### config.mk
export PLATFORM = sky130hd
export DESIGN_NAME = sfwi_core
export DESIGN_NICKNAME = d
export VERILOG_FILES = /design/src/verilog/sfwi_pkg.sv /design/src/verilog/sfwi_core.sv /design/src/verilog/sfwi_edge.sv /design/src/verilog/sfwi_timer.sv
export SDC_FILE = /design/constraint.sdc
export NUM_CORES = 1
export LEC_CHECK = 0
export BUFFER_PORTS_ARGS = -buffer_cell sky130_fd_sc_hd__buf_2
export CAP_MARGIN = 20
export CORE_AREA = 2 2 84 86
export CTS_CLUSTER_SIZE = 8
export DETAILED_ROUTE_END_ITERATION = 8
export DIE_AREA = 0 0 86 88
export PLACE_DENSITY = 0.77
export SYNTH_ARGS = -nofsm -noshare
export SYNTH_HDL_FRONTEND = slang
export SYNTH_SLANG_ARGS = --single-unit
### constraint.sdc
create_clock -name clk -period 2.9 [get_ports clk]
set_clock_uncertainty 0.1 [all_clocks]
set_input_delay 0.435 -clock clk [delete_from_list [all_inputs] [get_ports clk]]
set_output_delay 0.435 -clock clk [all_outputs]
set_load 0.005 [all_outputs]
### src/verilog/sfwi_pkg.sv
// Functional notes
// [RULE1] Deep sleep ignores all but wake-and-identify
// [RULE2] Wake-and-identify leaves deep sleep
// [RULE3] Holds 8-bit identity byte for output
// [RULE4] Identity returned when idle, even awake
// [RULE5] Not decoded while internal cycle busy
// [RULE6] Opcode then three dummy bytes, rising edges
// [RULE7] Identity shifted out on falling edges
// [RULE8] Identity repeats while clocking continues
// [RULE9] Host raises select after one identity byte
// [RULE10] Select high ends instruction, enters standby
// [RULE11] Early end still wakes, after wake delay
// [RULE12] Host waits maximum wake delay after early end
// [RULE13] Wake delay at most 1.6 us
// [RULE14] Supply reset holds logic, answers nothing
// [RULE15] Write-class opcodes ignored during write lockout
// [RULE16] Host waits 10 us before any instruction
// [RULE17] Host delays writes until both waits expire
// [RULE18] Host keeps select inactive during power ramps
// [RULE19] Power-up in standby, write latch cleared
// [RULE20] Delivered array FFh, status 00h
// [RULE21] Busy bit set during self-timed cycles
// [RULE22] Wake opcode is a configurable parameter
package sfwi_pkg;
    localparam int unsigned CLK_PERIOD_NS    = 40;
    localparam int unsigned WAKE_DELAY_NS    = 1600;
    localparam int unsigned UNLOCK_DELAY_US  = 15000;
    localparam int unsigned SELECT_WAIT_US   = 10;
    localparam int unsigned TW               = 19;
    localparam logic [TW-1:0] WAKE_CYC       = TW'(WAKE_DELAY_NS / CLK_PERIOD_NS);
    localparam int unsigned UNLOCK_CYC_DEF   = (UNLOCK_DELAY_US * 1000) / CLK_PERIOD_NS;

    // Opcode and identity defaults are arbitrary values
    localparam logic [7:0] WAKE_OPCODE_DEF   = 8'h5a;
    localparam logic [7:0] PROG_OPCODE_DEF   = 8'h12;
    localparam logic [7:0] BLKW_OPCODE_DEF   = 8'h34;
    localparam logic [7:0] FULLW_OPCODE_DEF  = 8'h56;
    localparam logic [7:0] STWR_OPCODE_DEF   = 8'h78;
    localparam logic [7:0] ID_BYTE_DEF       = 8'h3c;

    localparam int unsigned WR_BUSY_BIT      = 0;
    localparam int unsigned WR_LATCH_BIT     = 1;
    localparam logic [7:0] STATUS_RST        = 8'h00;
    localparam logic [7:0] BLANK_BYTE        = 8'hff;
    localparam logic [4:0] OPC_LAST_BIT      = 5'h07;
    localparam logic [4:0] DUMMY_LAST_BIT    = 5'h17;
    localparam logic [2:0] SIG_FIRST_IDX     = 3'h7;

    typedef enum logic [1:0] {PWR_STANDBY, PWR_SLEEP, PWR_WAKING} sfwi_pwr_t;
    typedef enum logic [2:0] {FRM_IDLE, FRM_OPCODE, FRM_DUMMY, FRM_SIG, FRM_OTHER} sfwi_frm_t;
endpackage

### src/verilog/sfwi_core.sv
`timescale 1ns/1ps
module sfwi_core
    import sfwi_pkg::*;
#(
    parameter logic [7:0]  WAKE_OPCODE = WAKE_OPCODE_DEF,
    parameter logic [7:0]  PROG_OPCODE = PROG_OPCODE_DEF,
    parameter logic [7:0]  BLKW_OPCODE = BLKW_OPCODE_DEF,
    parameter logic [7:0]  FULLW_OPCODE = FULLW_OPCODE_DEF,
    parameter logic [7:0]  STWR_OPCODE = STWR_OPCODE_DEF,
    parameter logic [7:0]  ID_BYTE     = ID_BYTE_DEF,
    parameter int unsigned UNLOCK_CYC  = UNLOCK_CYC_DEF
) (
    input  wire logic       clk,
    input  wire logic       sys_rst,
    input  wire logic       sclk,
    input  wire logic       cs_n,
    input  wire logic       mosi,
    input  wire logic       cycle_busy,
    input  wire logic       wel_set,
    input  wire logic       wel_clr,
    input  wire logic       sleep_enter,
    output logic            miso,
    output logic            miso_oe_n,
    output logic [7:0]      status_flags,
    output logic            in_deep_sleep,
    output logic            in_standby,
    output logic            write_locked,
    output logic            cmd_strobe,
    output logic [7:0]      cmd_code,
    output logic [7:0]      array_init_data
);
    sfwi_pwr_t  pwr_r;
    sfwi_pwr_t  pwr_nxt;
    sfwi_frm_t  frm_r;
    sfwi_frm_t  frm_nxt;
    logic [7:0] shift_r;
    logic [4:0] bit_cnt_r;
    logic [2:0] out_idx_r;
    logic       sig_done_r;
    logic       wait_r;
    logic       miso_r;
    logic       oe_n_r;
    logic [7:0] status_r;
    logic       sleep_r;
    logic       standby_r;
    logic       locked_r;
    logic       cmd_strobe_r;
    logic [7:0] cmd_code_r;
    logic [7:0] array_init_r;

    logic       sclk_rise;
    logic       sclk_fall;
    logic       cs_rise;
    logic       cs_fall;
    logic       wake_busy;
    logic       lock_busy;
    logic [7:0] opc_full;
    logic       wr_busy;
    logic       opc_last;
    logic       is_wake;
    logic       is_write_cls;
    logic       dec_wake;
    logic       dec_other;
    logic       cmd_ok;
    logic       dummy_last;
    logic       sig_shift;
    logic       sig_bit;
    logic       wake_start;
    logic       wake_now;
    logic       wake_end;

    sfwi_edge #(.INIT(1'b0)) u_sclk_edge (
        .clk     (clk),
        .sys_rst (sys_rst),
        .din     (sclk),
        .rise    (sclk_rise),
        .fall    (sclk_fall)
    );

    // Select starts low-seen so a level low at release does not count as a fall
    sfwi_edge #(.INIT(1'b0)) u_cs_edge (
        .clk     (clk),
        .sys_rst (sys_rst),
        .din     (cs_n),
        .rise    (cs_rise),
        .fall    (cs_fall)
    );

    // Two clocks of select sampling and state update come off the count
    sfwi_timer #(.W(TW), .RST_CNT('0)) u_wake_tmr (
        .clk     (clk),
        .sys_rst (sys_rst),
        .start   (wake_start),
        .load    (WAKE_CYC - TW'(2)), // RULE13
        .busy    (wake_busy)
    );

    // Lockout runs from supply reset release
    sfwi_timer #(.W(TW), .RST_CNT(TW'(UNLOCK_CYC))) u_lock_tmr (
        .clk     (clk),
        .sys_rst (sys_rst),
        .start   (1'b0),
        .load    ('0),
        .busy    (lock_busy)
    );

    // Decode terms
    assign opc_full     = {shift_r[6:0], mosi};
    assign wr_busy      = status_r[WR_BUSY_BIT];
    assign opc_last     = (frm_r == FRM_OPCODE) && sclk_rise && (bit_cnt_r == OPC_LAST_BIT); // RULE6
    assign is_wake      = (opc_full == WAKE_OPCODE); // RULE22
    assign is_write_cls = (opc_full == PROG_OPCODE) || (opc_full == BLKW_OPCODE) ||
                          (opc_full == FULLW_OPCODE) || (opc_full == STWR_OPCODE);
    assign dec_wake     = opc_last && is_wake && !wr_busy; // RULE4 RULE5
    assign dec_other    = opc_last && !is_wake && (pwr_r == PWR_STANDBY); // RULE1
    assign cmd_ok       = dec_other && !(is_write_cls && locked_r); // RULE15
    assign dummy_last   = (frm_r == FRM_DUMMY) && sclk_rise && (bit_cnt_r == DUMMY_LAST_BIT);
    assign sig_shift    = (frm_r == FRM_SIG) && sclk_fall && !cs_n; // RULE7
    assign sig_bit      = ID_BYTE[out_idx_r]; // RULE3
    assign wake_start   = cs_rise && (pwr_r == PWR_WAKING) && !wait_r && !sig_done_r; // RULE11
    assign wake_now     = cs_rise && (pwr_r == PWR_WAKING) && !wait_r && sig_done_r; // RULE10
    assign wake_end     = wait_r && !wake_busy; // RULE13

    // Frame sequencing
    always_comb begin
        frm_nxt = frm_r;
        if (cs_n) begin
            frm_nxt = FRM_IDLE; // RULE10
        end else begin
            unique case (frm_r)
                FRM_IDLE: begin
                    if (cs_fall) begin
                        frm_nxt = (pwr_r == PWR_WAKING) ? FRM_OTHER : FRM_OPCODE;
                    end
                end
                FRM_OPCODE: begin
                    if (opc_last) begin
                        frm_nxt = dec_wake ? FRM_DUMMY : FRM_OTHER; // RULE1 RULE5
                    end
                end
                FRM_DUMMY: begin
                    if (dummy_last) begin
                        frm_nxt = FRM_SIG;
                    end
                end
                FRM_SIG:   frm_nxt = FRM_SIG; // RULE8
                FRM_OTHER: frm_nxt = FRM_OTHER;
            endcase
        end
    end

    // Power mode
    always_comb begin
        pwr_nxt = pwr_r;
        unique case (pwr_r)
            PWR_STANDBY: begin
                if (sleep_enter && !wr_busy) begin
                    pwr_nxt = PWR_SLEEP;
                end
            end
            PWR_SLEEP: begin
                if (dec_wake) begin
                    pwr_nxt = PWR_WAKING; // RULE2
                end
            end
            PWR_WAKING: begin
                if (wake_now || wake_end) begin
                    pwr_nxt = PWR_STANDBY; // RULE10 RULE11
                end
            end
        endcase
    end

    always_ff @(posedge clk) begin
        if (sys_rst) begin // RULE14
            pwr_r <= PWR_STANDBY; // RULE19
            frm_r <= FRM_IDLE;
            wait_r <= 1'b0;
        end else begin
            pwr_r <= pwr_nxt;
            frm_r <= frm_nxt;
            wait_r <= wake_start | (wait_r & ~wake_end);
        end
    end

    // Serial input and counters
    always_ff @(posedge clk) begin
        if (sys_rst) begin
            shift_r <= 8'h00;
            bit_cnt_r <= 5'h00;
        end else begin
            if (sclk_rise && frm_r == FRM_OPCODE) begin
                shift_r <= opc_full; // RULE6
            end
            if (cs_fall || opc_last) begin
                bit_cnt_r <= 5'h00;
            end else if (sclk_rise && (frm_r == FRM_OPCODE || frm_r == FRM_DUMMY)) begin
                bit_cnt_r <= bit_cnt_r + 5'h01;
            end
        end
    end

    // Identity output; index wraps so the byte repeats
    always_ff @(posedge clk) begin
        if (sys_rst) begin
            out_idx_r <= SIG_FIRST_IDX;
            sig_done_r <= 1'b0;
            miso_r <= 1'b0;
            oe_n_r <= 1'b1;
        end else begin
            if (cs_n) begin
                out_idx_r <= SIG_FIRST_IDX;
                oe_n_r <= 1'b1;
            end else if (sig_shift) begin
                out_idx_r <= out_idx_r - 3'h1; // RULE8
                miso_r <= sig_bit; // RULE7
                oe_n_r <= 1'b0;
            end
            if (cs_fall) begin
                sig_done_r <= 1'b0;
            end else if (sig_shift && out_idx_r == 3'h0) begin
                sig_done_r <= 1'b1;
            end
        end
    end

    // Status flags: busy mirrors the cycle, latch set wins over clear
    always_ff @(posedge clk) begin
        if (sys_rst) begin
            status_r <= STATUS_RST; // RULE19 RULE20
        end else begin
            status_r[WR_BUSY_BIT] <= cycle_busy; // RULE21
            status_r[WR_LATCH_BIT] <= wel_set | (status_r[WR_LATCH_BIT] & ~wel_clr);
        end
    end

    always_ff @(posedge clk) begin
        if (sys_rst) begin
            sleep_r <= 1'b0;
            standby_r <= 1'b0;
            locked_r <= 1'b1;
            cmd_strobe_r <= 1'b0;
            cmd_code_r <= 8'h00;
            array_init_r <= BLANK_BYTE; // RULE20
        end else begin
            sleep_r <= (pwr_nxt == PWR_SLEEP);
            standby_r <= (pwr_nxt == PWR_STANDBY) && !cycle_busy;
            locked_r <= lock_busy; // RULE15
            cmd_strobe_r <= cmd_ok;
            if (cmd_ok) begin
                cmd_code_r <= opc_full;
            end
            array_init_r <= BLANK_BYTE;
        end
    end

    assign miso            = miso_r;
    assign miso_oe_n       = oe_n_r;
    assign status_flags    = status_r;
    assign in_deep_sleep   = sleep_r;
    assign in_standby      = standby_r;
    assign write_locked    = locked_r;
    assign cmd_strobe      = cmd_strobe_r;
    assign cmd_code        = cmd_code_r;
    assign array_init_data = array_init_r;

    chk_sleep_ignore: assert property (@(posedge clk) disable iff (sys_rst) // RULE1
        (opc_last && pwr_r == PWR_SLEEP && !is_wake) |=> (!cmd_strobe && frm_r == FRM_OTHER))
        else $error("Instruction accepted in deep sleep");

    chk_wake_exit: assert property (@(posedge clk) disable iff (sys_rst) // RULE2
        (opc_last && is_wake && !wr_busy && pwr_r == PWR_SLEEP) |=> (pwr_r == PWR_WAKING))
        else $error("Wake opcode did not leave deep sleep");

    chk_busy_block: assert property (@(posedge clk) disable iff (sys_rst) // RULE5
        (opc_last && is_wake && wr_busy && !cs_n) |=> (frm_r == FRM_OTHER && $stable(pwr_r)))
        else $error("Wake opcode decoded during busy cycle");

    chk_dummy_count: assert property (@(posedge clk) disable iff (sys_rst) // RULE6
        (dummy_last && !cs_n) |=> (frm_r == FRM_SIG && miso_oe_n))
        else $error("Dummy address length wrong");

    chk_sig_bit: assert property (@(posedge clk) disable iff (sys_rst) // RULE7
        sig_shift |=> (miso == $past(sig_bit) && !miso_oe_n))
        else $error("Identity bit wrong on output");

    chk_sig_repeat: assert property (@(posedge clk) disable iff (sys_rst) // RULE8
        (sig_shift && out_idx_r == 3'h0) |=> (out_idx_r == SIG_FIRST_IDX && sig_done_r))
        else $error("Identity byte did not wrap");

    chk_end_standby: assert property (@(posedge clk) disable iff (sys_rst) // RULE10
        wake_now |=> (pwr_r == PWR_STANDBY && frm_r == FRM_IDLE && miso_oe_n))
        else $error("Select high did not give standby");

    chk_early_wake: assert property (@(posedge clk) disable iff (sys_rst) // RULE11
        wake_start |-> (pwr_r == PWR_WAKING)[*2] ##[1:39] (pwr_r == PWR_STANDBY))
        else $error("Early end did not reach standby in wake delay");

    chk_lock_cmd: assert property (@(posedge clk) disable iff (sys_rst) // RULE15
        (dec_other && is_write_cls && locked_r) |=> !cmd_strobe)
        else $error("Write-class opcode passed during lockout");

    chk_reset_state: assert property (@(posedge clk) // RULE19
        $fell(sys_rst) |-> (pwr_r == PWR_STANDBY && status_r == STATUS_RST && locked_r))
        else $error("Wrong state after supply reset");

    chk_busy_flag: assert property (@(posedge clk) disable iff (sys_rst) // RULE21
        !$stable(cycle_busy) |=> (status_flags[WR_BUSY_BIT] == $past(cycle_busy)))
        else $error("Busy flag does not follow cycle");
endmodule

### src/verilog/sfwi_edge.sv
`timescale 1ns/1ps
module sfwi_edge #(
    parameter logic INIT = 1'b0
) (
    input  wire logic clk,
    input  wire logic sys_rst,
    input  wire logic din,
    output logic      rise,
    output logic      fall
);
    logic prev_r;

    always_ff @(posedge clk) begin
        if (sys_rst) begin
            prev_r <= INIT;
        end else begin
            prev_r <= din;
        end
    end

    assign rise = din & ~prev_r;
    assign fall = ~din & prev_r;
endmodule

### src/verilog/sfwi_timer.sv
`timescale 1ns/1ps
module sfwi_timer #(
    parameter int unsigned W       = 19,
    parameter logic [W-1:0] RST_CNT = '0
) (
    input  wire logic         clk,
    input  wire logic         sys_rst,
    input  wire logic         start,
    input  wire logic [W-1:0] load,
    output logic              busy
);
    logic [W-1:0] cnt_r;

    // Down counter; busy while non-zero
    always_ff @(posedge clk) begin
        if (sys_rst) begin
            cnt_r <= RST_CNT;
        end else if (start) begin
            cnt_r <= load;
        end else if (cnt_r != '0) begin
            cnt_r <= cnt_r - W'(1);
        end
    end

    assign busy = (cnt_r != '0);
endmodule
==> results of run 1 <==
==> flip-flops by register name, indices dropped and copies added (netlist names), 2 cells and up <==
register and cells:
frm_r 3, u_wake_tmr.cnt_r 19, shift_r 7, u_lock_tmr.cnt_r 19, bit_cnt_r 5, pwr_r 2, out_idx_r 3, status_flags 2
cmd_code 8
==> metrics by stage <==
step | hold slack [ns] | utilization, % | setup slack [ns]
floorplan | 0.339 | - | 0.678
global placement | 0.328 | 58.4 | 0.549
detailed placement | 0.334 | 58.4 | 0.497
CTS | 0.145 | 61.5 | 0.474
global route | 0.156 | 61.5 | 0.335
finish | 0.153 | 61.5 | 0.488
==> cell families (layout without fill, tap and decap cells) <==
group                    count (synthesis)  in the layout  share of synthesized area [%]
other                                    2             14                          0.201
AND/OR/NAND/NOR                        194            194                           27.8
buffers and inverters                   50             66                           6.50
flip-flops                              78             78                           41.8
XOR/XNOR                                23             23                           5.39
AO/OA/AOI/OAI                           76             76                           12.3
multiplexers                            11             11                           2.98
adder cells (fa/ha/maj)                  9              9                           3.01
==> routing by layer <==
metal	vias up	GRT usage, %	wire length [um]
met5	-	0	0
met4	0	10.8	155
met3	15	3.39	224
met2	48	34.4	3480
met1	1463	25.4	3440
li1	1585	-	-
==> power groups by stage <==
stage	clock [W]	sequential (W)	combinational, W
final	0.000812	0.00132	0.000915
after global routing	0.000870	0.00134	0.00104
after CTS	0.000832	0.00132	0.000913
after global placement	0	0.00133	0.000866
after detailed placement	0	0.00134	0.000906
after floorplan	0	0.00131	0.000745
==> final timing paths <==
path | startpoint | slack (ns) | cells after the start | endpoint
worst max register to register | u_wake_tmr.cnt_r[2]$_SDFFE_PP0P_ | 0.49 | 5 | u_wake_tmr.cnt_r[14]$_SDFFE_PP0P_
worst min-delay path | cycle_busy | 0.15 | 2 | in_standby$_SDFF_PP0_
worst max-delay path | u_wake_tmr.cnt_r[2]$_SDFFE_PP0P_ | 0.49 | 5 | u_wake_tmr.cnt_r[14]$_SDFFE_PP0P_
worst min register to register | miso_oe_n$_SDFFE_PP1P_ | 0.35 | 2 | miso_oe_n$_SDFFE_PP1P_
==> worst max-delay path: stages, from the launching register on <==
cell     delay (ns)
dfxtp_1        0.38
or4_4          0.57
or4_4          0.52
or3_1          0.34
or3_1          0.31
a21oi_1        0.13
==> area by class of cell <==
class | instances | area share (%)
clock buffers | 11 | 3.46
inverters | 19 | 1.75
repair buffers | 31 | 4.23
flip-flops and latches | 78 | 38.2
multi-input cells | 327 | 48.4
clock inverters | 5 | 1.44
well taps | 80 | 2.45
==> cell usage in the layout (no fill, tap or decap), drive strengths merged, types with 8 or more instances in the layout <==
master / synthesis / layout
a21oi: 29 / 29
buf: 16 / 31
clkbuf: 15 / 11
conb: 2 / 14
dfxtp: 78 / 78
ha: 9 / 9
inv: 19 / 19
mux2i: 10 / 10
nand2: 51 / 51
nand3: 17 / 17
nor2: 40 / 40
nor4: 9 / 9
o21ai: 17 / 17
o31ai: 12 / 12
or3: 15 / 15
or4: 14 / 14
xnor2: 8 / 8
xor2: 15 / 15
==> results.py, run 1 <==
metrics = {
    "power": {
        "switching_share_pct": 33.8,
        "peakVddDrop_mv": 0.391,
        "power.leakage_nw": 1.60,
        "p_int_w": 0.00201,
        "p_sw_w": 0.00103,
        "power_per_cell_area_mw_per_mm2": 745,
        "clkPwrFrac_pct": 26.7,
        "seq_power_share_pct": 43.3,
        "p_total_w": 0.00304,
        "p_comb_share_pct": 30.1,
    },
    "floorplanning": {
        "die_area_mm2": 0.00757,
        "coreArea_mm2": 0.00664,
        "pin_count": 39,
        "rows": 30,
        "chipHeight_um": 88,
        "die_x_um": 86,
        "start_util_pct": 56.2,
    },
    "finish": {
        "layout-drive-gt1-share_pct": 13.0,
        "design_area_mm2": 0.00408,
        "fill_cells": 595,
        "multi_input_area_mm2": 0.00198,
        "diodes": 0,
        "syn2layout_area_growth_pct": 9.28,
        "seq_area_mm2": 0.00156,
        "fin_cells": 551,
        "nNetsFinal": 484,
    },
    "yosys": {
        "avgSynthCellArea_um2": 8.43,
        "ys_types": 47,
        "yosysWarnings": 0,
        "async_reset_ff_share_pct": 0,
        "synth_edf_count": 0,
        "yosysTopAreaCellShare_pct": 41.8,
        "yosys_register_bits": 78,
        "synth_top_area_cell": "dfxtp_1",
        "synthFlopType": "dfxtp_1",
        "synth_area_leaders": "dfxtp_1, nand2_1, nor2_1",
        "ys_seq_area_share_pct": 41.8,
        "syn_inst": 443,
        "synth_common_cells": "dfxtp_1, nand2_1, nor2_1, a21oi_1, inv_1",
        "synth_area_mm2": 0.00374,
        "yosysMostFrequentCell": "dfxtp_1",
    },
    "detailed_routing": {
        "dr_total_vias": 3111,
        "drt_iter0_drc": 126,
        "wl_mm": 7.30,
        "drt_pass1_iterations": 5,
        "drtAntennaViolNets": 0,
        "wl_per_cell_um": 13.2,
        "viasPerCell": 5.65,
        "drcViolationCount": 0,
    },
    "worst_setup_path": {
        "crit_path_max_fanout": 14,
        "required_ns": 3.07,
        "crit_path_start_kind": "flip-flop",
        "cp.arrival_ns": 2.58,
        "worstSetupEndpointType": "flip-flop",
        "crit_type": "reg -> reg",
    },
    "placed_design": {
        "dpl-instance-area_mm2": 0.00388,
        "hpwl_mm": 5.14,
        "place.gp.congestion": 0.780,
        "io_buffers": 24,
        "place_inst": 535,
    },
    "timing": {
        "hold_viol_final": 0,
        "tns_ns": 0,
        "period_needed_ns": 2.41,
        "worst_pin_slew_ns": 0.567,
        "report.final.setup_viol": 0,
        "drv_slew": 0,
        "rsz0062_at_grt": "false",
        "relSlewSlack_pct": 61.9,
        "fin_crit_sh_pct": 83.2,
        "max_freq_ghz": 0.415,
    },
    "clock_tree": {
        "cts_hold_repair.buffers": 0,
        "clk-insertion-delay-late_ns": 0.34,
        "clockBufferDepth": 2,
        "postCtsSetupBuffers": 0,
        "cts_resized": 0,
        "cts.clk_slew.worst_paths_ns": 0.08,
        "cts_root_buffer": "clkbuf_8",
        "cts_tree": "built",
        "cts_sinks": 78,
        "cts_made_buffers": 9,
        "h-tree-depth": 3,
    },
    "run_status": {
        "status": "complete, no violations",
    },
    "min_path": {
        "min_path_type": "in -> reg",
    },
    "grt": {
        "overflow": 0,
        "grt.total_usage_pct": 20.5,
        "grt_pass1_vias": 2873,
        "grt_pass1_wl_mm": 12.6,
        "grt_max_degree": 33,
        "antenna_found_initial": 0,
    },
    "run": {
        "drv_cap": 0,
    },
}
No activity file was read; power rests on OpenSTA's default activity.
==> run 2: changes to the inputs <==
--- a/config.mk
+++ b/config.mk
@@ -7,11 +7,11 @@
 export LEC_CHECK = 0
 export BUFFER_PORTS_ARGS = -buffer_cell sky130_fd_sc_hd__buf_2
 export CAP_MARGIN = 20
-export CORE_AREA = 2 2 84 86
+export CORE_AREA = 2 2 87 89
 export CTS_CLUSTER_SIZE = 8
 export DETAILED_ROUTE_END_ITERATION = 8
-export DIE_AREA = 0 0 86 88
-export PLACE_DENSITY = 0.77
+export DIE_AREA = 0 0 89 91
+export PLACE_DENSITY = 0.75
 export SYNTH_ARGS = -nofsm -noshare
 export SYNTH_HDL_FRONTEND = slang
 export SYNTH_SLANG_ARGS = --single-unit
==> constraint.sdc (replaced) <==
create_clock -name clk -period 2 [get_ports clk]
set_clock_uncertainty 0.1 [all_clocks]
set_input_delay 0.3 -clock clk [delete_from_list [all_inputs] [get_ports clk]]
set_output_delay 0.3 -clock clk [all_outputs]
set_load 0.005 [all_outputs]
==> run 2 against run 1 <==
Against the previous run: the run now ends with setup timing left; die area up 7.0%; critical path depth unchanged; global-route usage up 1.0 points; wire length up 15%; combinational power up 99%; first-iteration DRC count up 32%; power up 58%; via count up 6.1%.
==> results.py, run 2 (synthesis results as in run 1) <==
metrics = {
    "run_status": {
        "status": "finished with violations",
        "violations": "setup timing",
    },
    "floorplanning": {
        "start_util_pct": 52.3,
        "rows": 31,
        "die_area_mm2": 0.00810,
        "pin_count": 39,
        "die_x_um": 89,
        "chipHeight_um": 91,
        "coreArea_mm2": 0.00714,
    },
    "placed_design": {
        "dpl-instance-area_mm2": 0.00418,
        "place_inst": 586,
        "hpwl_mm": 5.57,
        "place.gp.congestion": 0.856,
        "io_buffers": 24,
    },
    "worst_setup_path": {
        "path_delay_family": "simple AND/OR/NAND/NOR gates",
        "reg2reg_from": "u_wake_tmr.cnt_r[5]$_SDFFE_PP0P_",
        "path_common_cell": "or4_4",
        "crit_path_start_kind": "flip-flop",
        "cp.arrival_ns": 2.43,
        "crit_buf_inv": 1,
        "r2r-end": "u_wake_tmr.cnt_r[13]$_SDFFE_PP0P_",
        "cp-endpoint": "u_wake_tmr.cnt_r[13]$_SDFFE_PP0P_",
        "r2r_slack_ns": -0.23,
        "crit_type": "reg -> reg",
        "cp_slowest_cell": "or4_4",
        "max_stage_delay_ns": 0.54,
        "worstSetupEndpointType": "flip-flop",
        "rr_worst_depth": 5,
        "required_ns": 2.20,
        "cp.depth": 5,
        "startpoint": "u_wake_tmr.cnt_r[5]$_SDFFE_PP0P_",
        "crit_chain": "or4_4 > or4_4 > buf_6 > or4_1 > a21oi_2",
        "crit_path_max_fanout": 13,
    },
    "detailed_routing": {
        "drt_pass1_iterations": 4,
        "drt_iter0_drc": 166,
        "dr_total_vias": 3301,
        "viasPerCell": 5.44,
        "wl_mm": 8.39,
        "wl_per_cell_um": 13.8,
        "drcViolationCount": 0,
        "drtAntennaViolNets": 0,
    },
    "timing": {
        "period_needed_ns": 2.23,
        "rsz0062_at_grt": "true",
        "fin_ws_ns": -0.225,
        "fin_crit_sh_pct": 111,
        "max_freq_ghz": 0.449,
        "drv_slew": 0,
        "hold_viol_final": 0,
        "holdWs_ns": 0.0140,
        "report.final.setup_viol": 17,
    },
    "finish": {
        "layout-drive-gt1-share_pct": 26.6,
        "diodes": 0,
        "final_common_cell": "dfxtp_1",
        "mostFrequentLayoutCells": "dfxtp_1, nand2_1, buf_4",
        "nNetsFinal": 521,
        "fin_cells": 607,
        "syn2layout_area_growth_pct": 22.7,
        "design_area_mm2": 0.00458,
        "fin_util_pct": 64.2,
        "fill_cells": 639,
    },
    "power": {
        "switching_share_pct": 35.7,
        "p_int_w": 0.00308,
        "seq_power_share_pct": 39.4,
        "p_sw_w": 0.00172,
        "p_comb_share_pct": 38.0,
        "power.leakage_nw": 1.86,
        "peakVddDrop_mv": 0.474,
        "p_total_w": 0.00480,
        "power_per_cell_area_mw_per_mm2": 1050,
        "clkPwrFrac_pct": 22.6,
    },
    "clock_tree": {
        "cts_tree": "built",
        "h-tree-depth": 3,
        "cts_root_buffer": "clkbuf_8",
        "clk-insertion-delay-late_ns": 0.36,
        "cts.clk_slew.worst_paths_ns": 0.09,
        "clockBufferDepth": 2,
        "cts_made_buffers": 9,
        "cts_sinks": 78,
    },
    "grt": {
        "antenna_found_initial": 0,
        "grt_max_degree": 33,
        "grt.total_usage_pct": 21.6,
        "grt_pass1_vias": 3145,
        "overflow": 0,
        "grt_pass1_wl_mm": 14.0,
    },
    "run": {
        "drv_cap": 0,
    },
    "min_path": {
        "min_path_type": "in -> reg",
    },
}
## run 2: changes by cell type in the layout (fill, tap and decap cells not counted), sizes merged
cell / delta
clkinvlp: -1
buf: +37
clkbuf: -2
inv: +3
clkinv: +1
bufinv: -1
## run 2: timing repair
| item | 4_1_cts | 5_1_grt |
|---|---|---|
| endpoints found under the setup margin | 24 | 47 |
| pin swaps | 3 | 20 |
| hold buffers | 0 | 0 |
| setup buffers | 1 | 5 |
| gates resized for setup | 7 | 34 |
## run 2: how the worst min path moves through the flow
stage | end | cells after the start | from
after global placement | miso_oe_n$_SDFFE_PP1P_ | 2 | miso_oe_n$_SDFFE_PP1P_
after floorplan | in_standby$_SDFF_PP0_ | 1 | cycle_busy
after detailed placement | miso_oe_n$_SDFFE_PP1P_ | 2 | miso_oe_n$_SDFFE_PP1P_
final | in_standby$_SDFF_PP0_ | 2 | cycle_busy
after CTS | in_standby$_SDFF_PP0_ | 2 | cycle_busy
after global routing | in_standby$_SDFF_PP0_ | 2 | cycle_busy
## run 2: power groups by stage
stage	clock [W]	combinational [W]	sequential, W
2_1_floorplan	0	0.00108	0.00190
3_3_place_gp	0	0.00156	0.00189
3_5_place_dp	0	0.00163	0.00189
4_1_cts	0.00110	0.00165	0.00186
5_1_grt	0.00118	0.00203	0.00191
6_report	0.00108	0.00182	0.00189
## run 2: per-stage QoR
stage | setup slack [ns] | setup TNS [ns]
finish | -0.225 | -1.60
global route | -0.298 | -3.18
CTS | -0.222 | -1.32
detailed placement | -0.205 | -1.47
global placement | -0.160 | -1.02
floorplan | -0.195 | -0.899
## run 2: final cells by class
class / instances / area (um^2) / area share, %
sequential: 78 / 1570 / 34.3
clock inverter: 7 / 56.3 / 1.23
tap: 99 / 124 / 2.70
timing repair buffer: 68 / 474 / 10.3
multi-input combinational: 327 / 2160 / 47.2
clock buffer: 9 / 124 / 2.70
inverter: 19 / 71.3 / 1.56
## run 2: routing by layer
| layer | GRT usage [%] | vias to the layer above | routed length (um) | part of all wire, % |
|---|---|---|---|---|
| li1 | - | 1659 | - | - |
| met1 | 27.3 | 1557 | 3730 | 44 |
| met2 | 34.3 | 60 | 4180 | 50 |
| met3 | 3.82 | 25 | 242 | 2.9 |
| met4 | 11.7 | 0 | 238 | 2.8 |
| met5 | 0 | - | 0 | 0 |
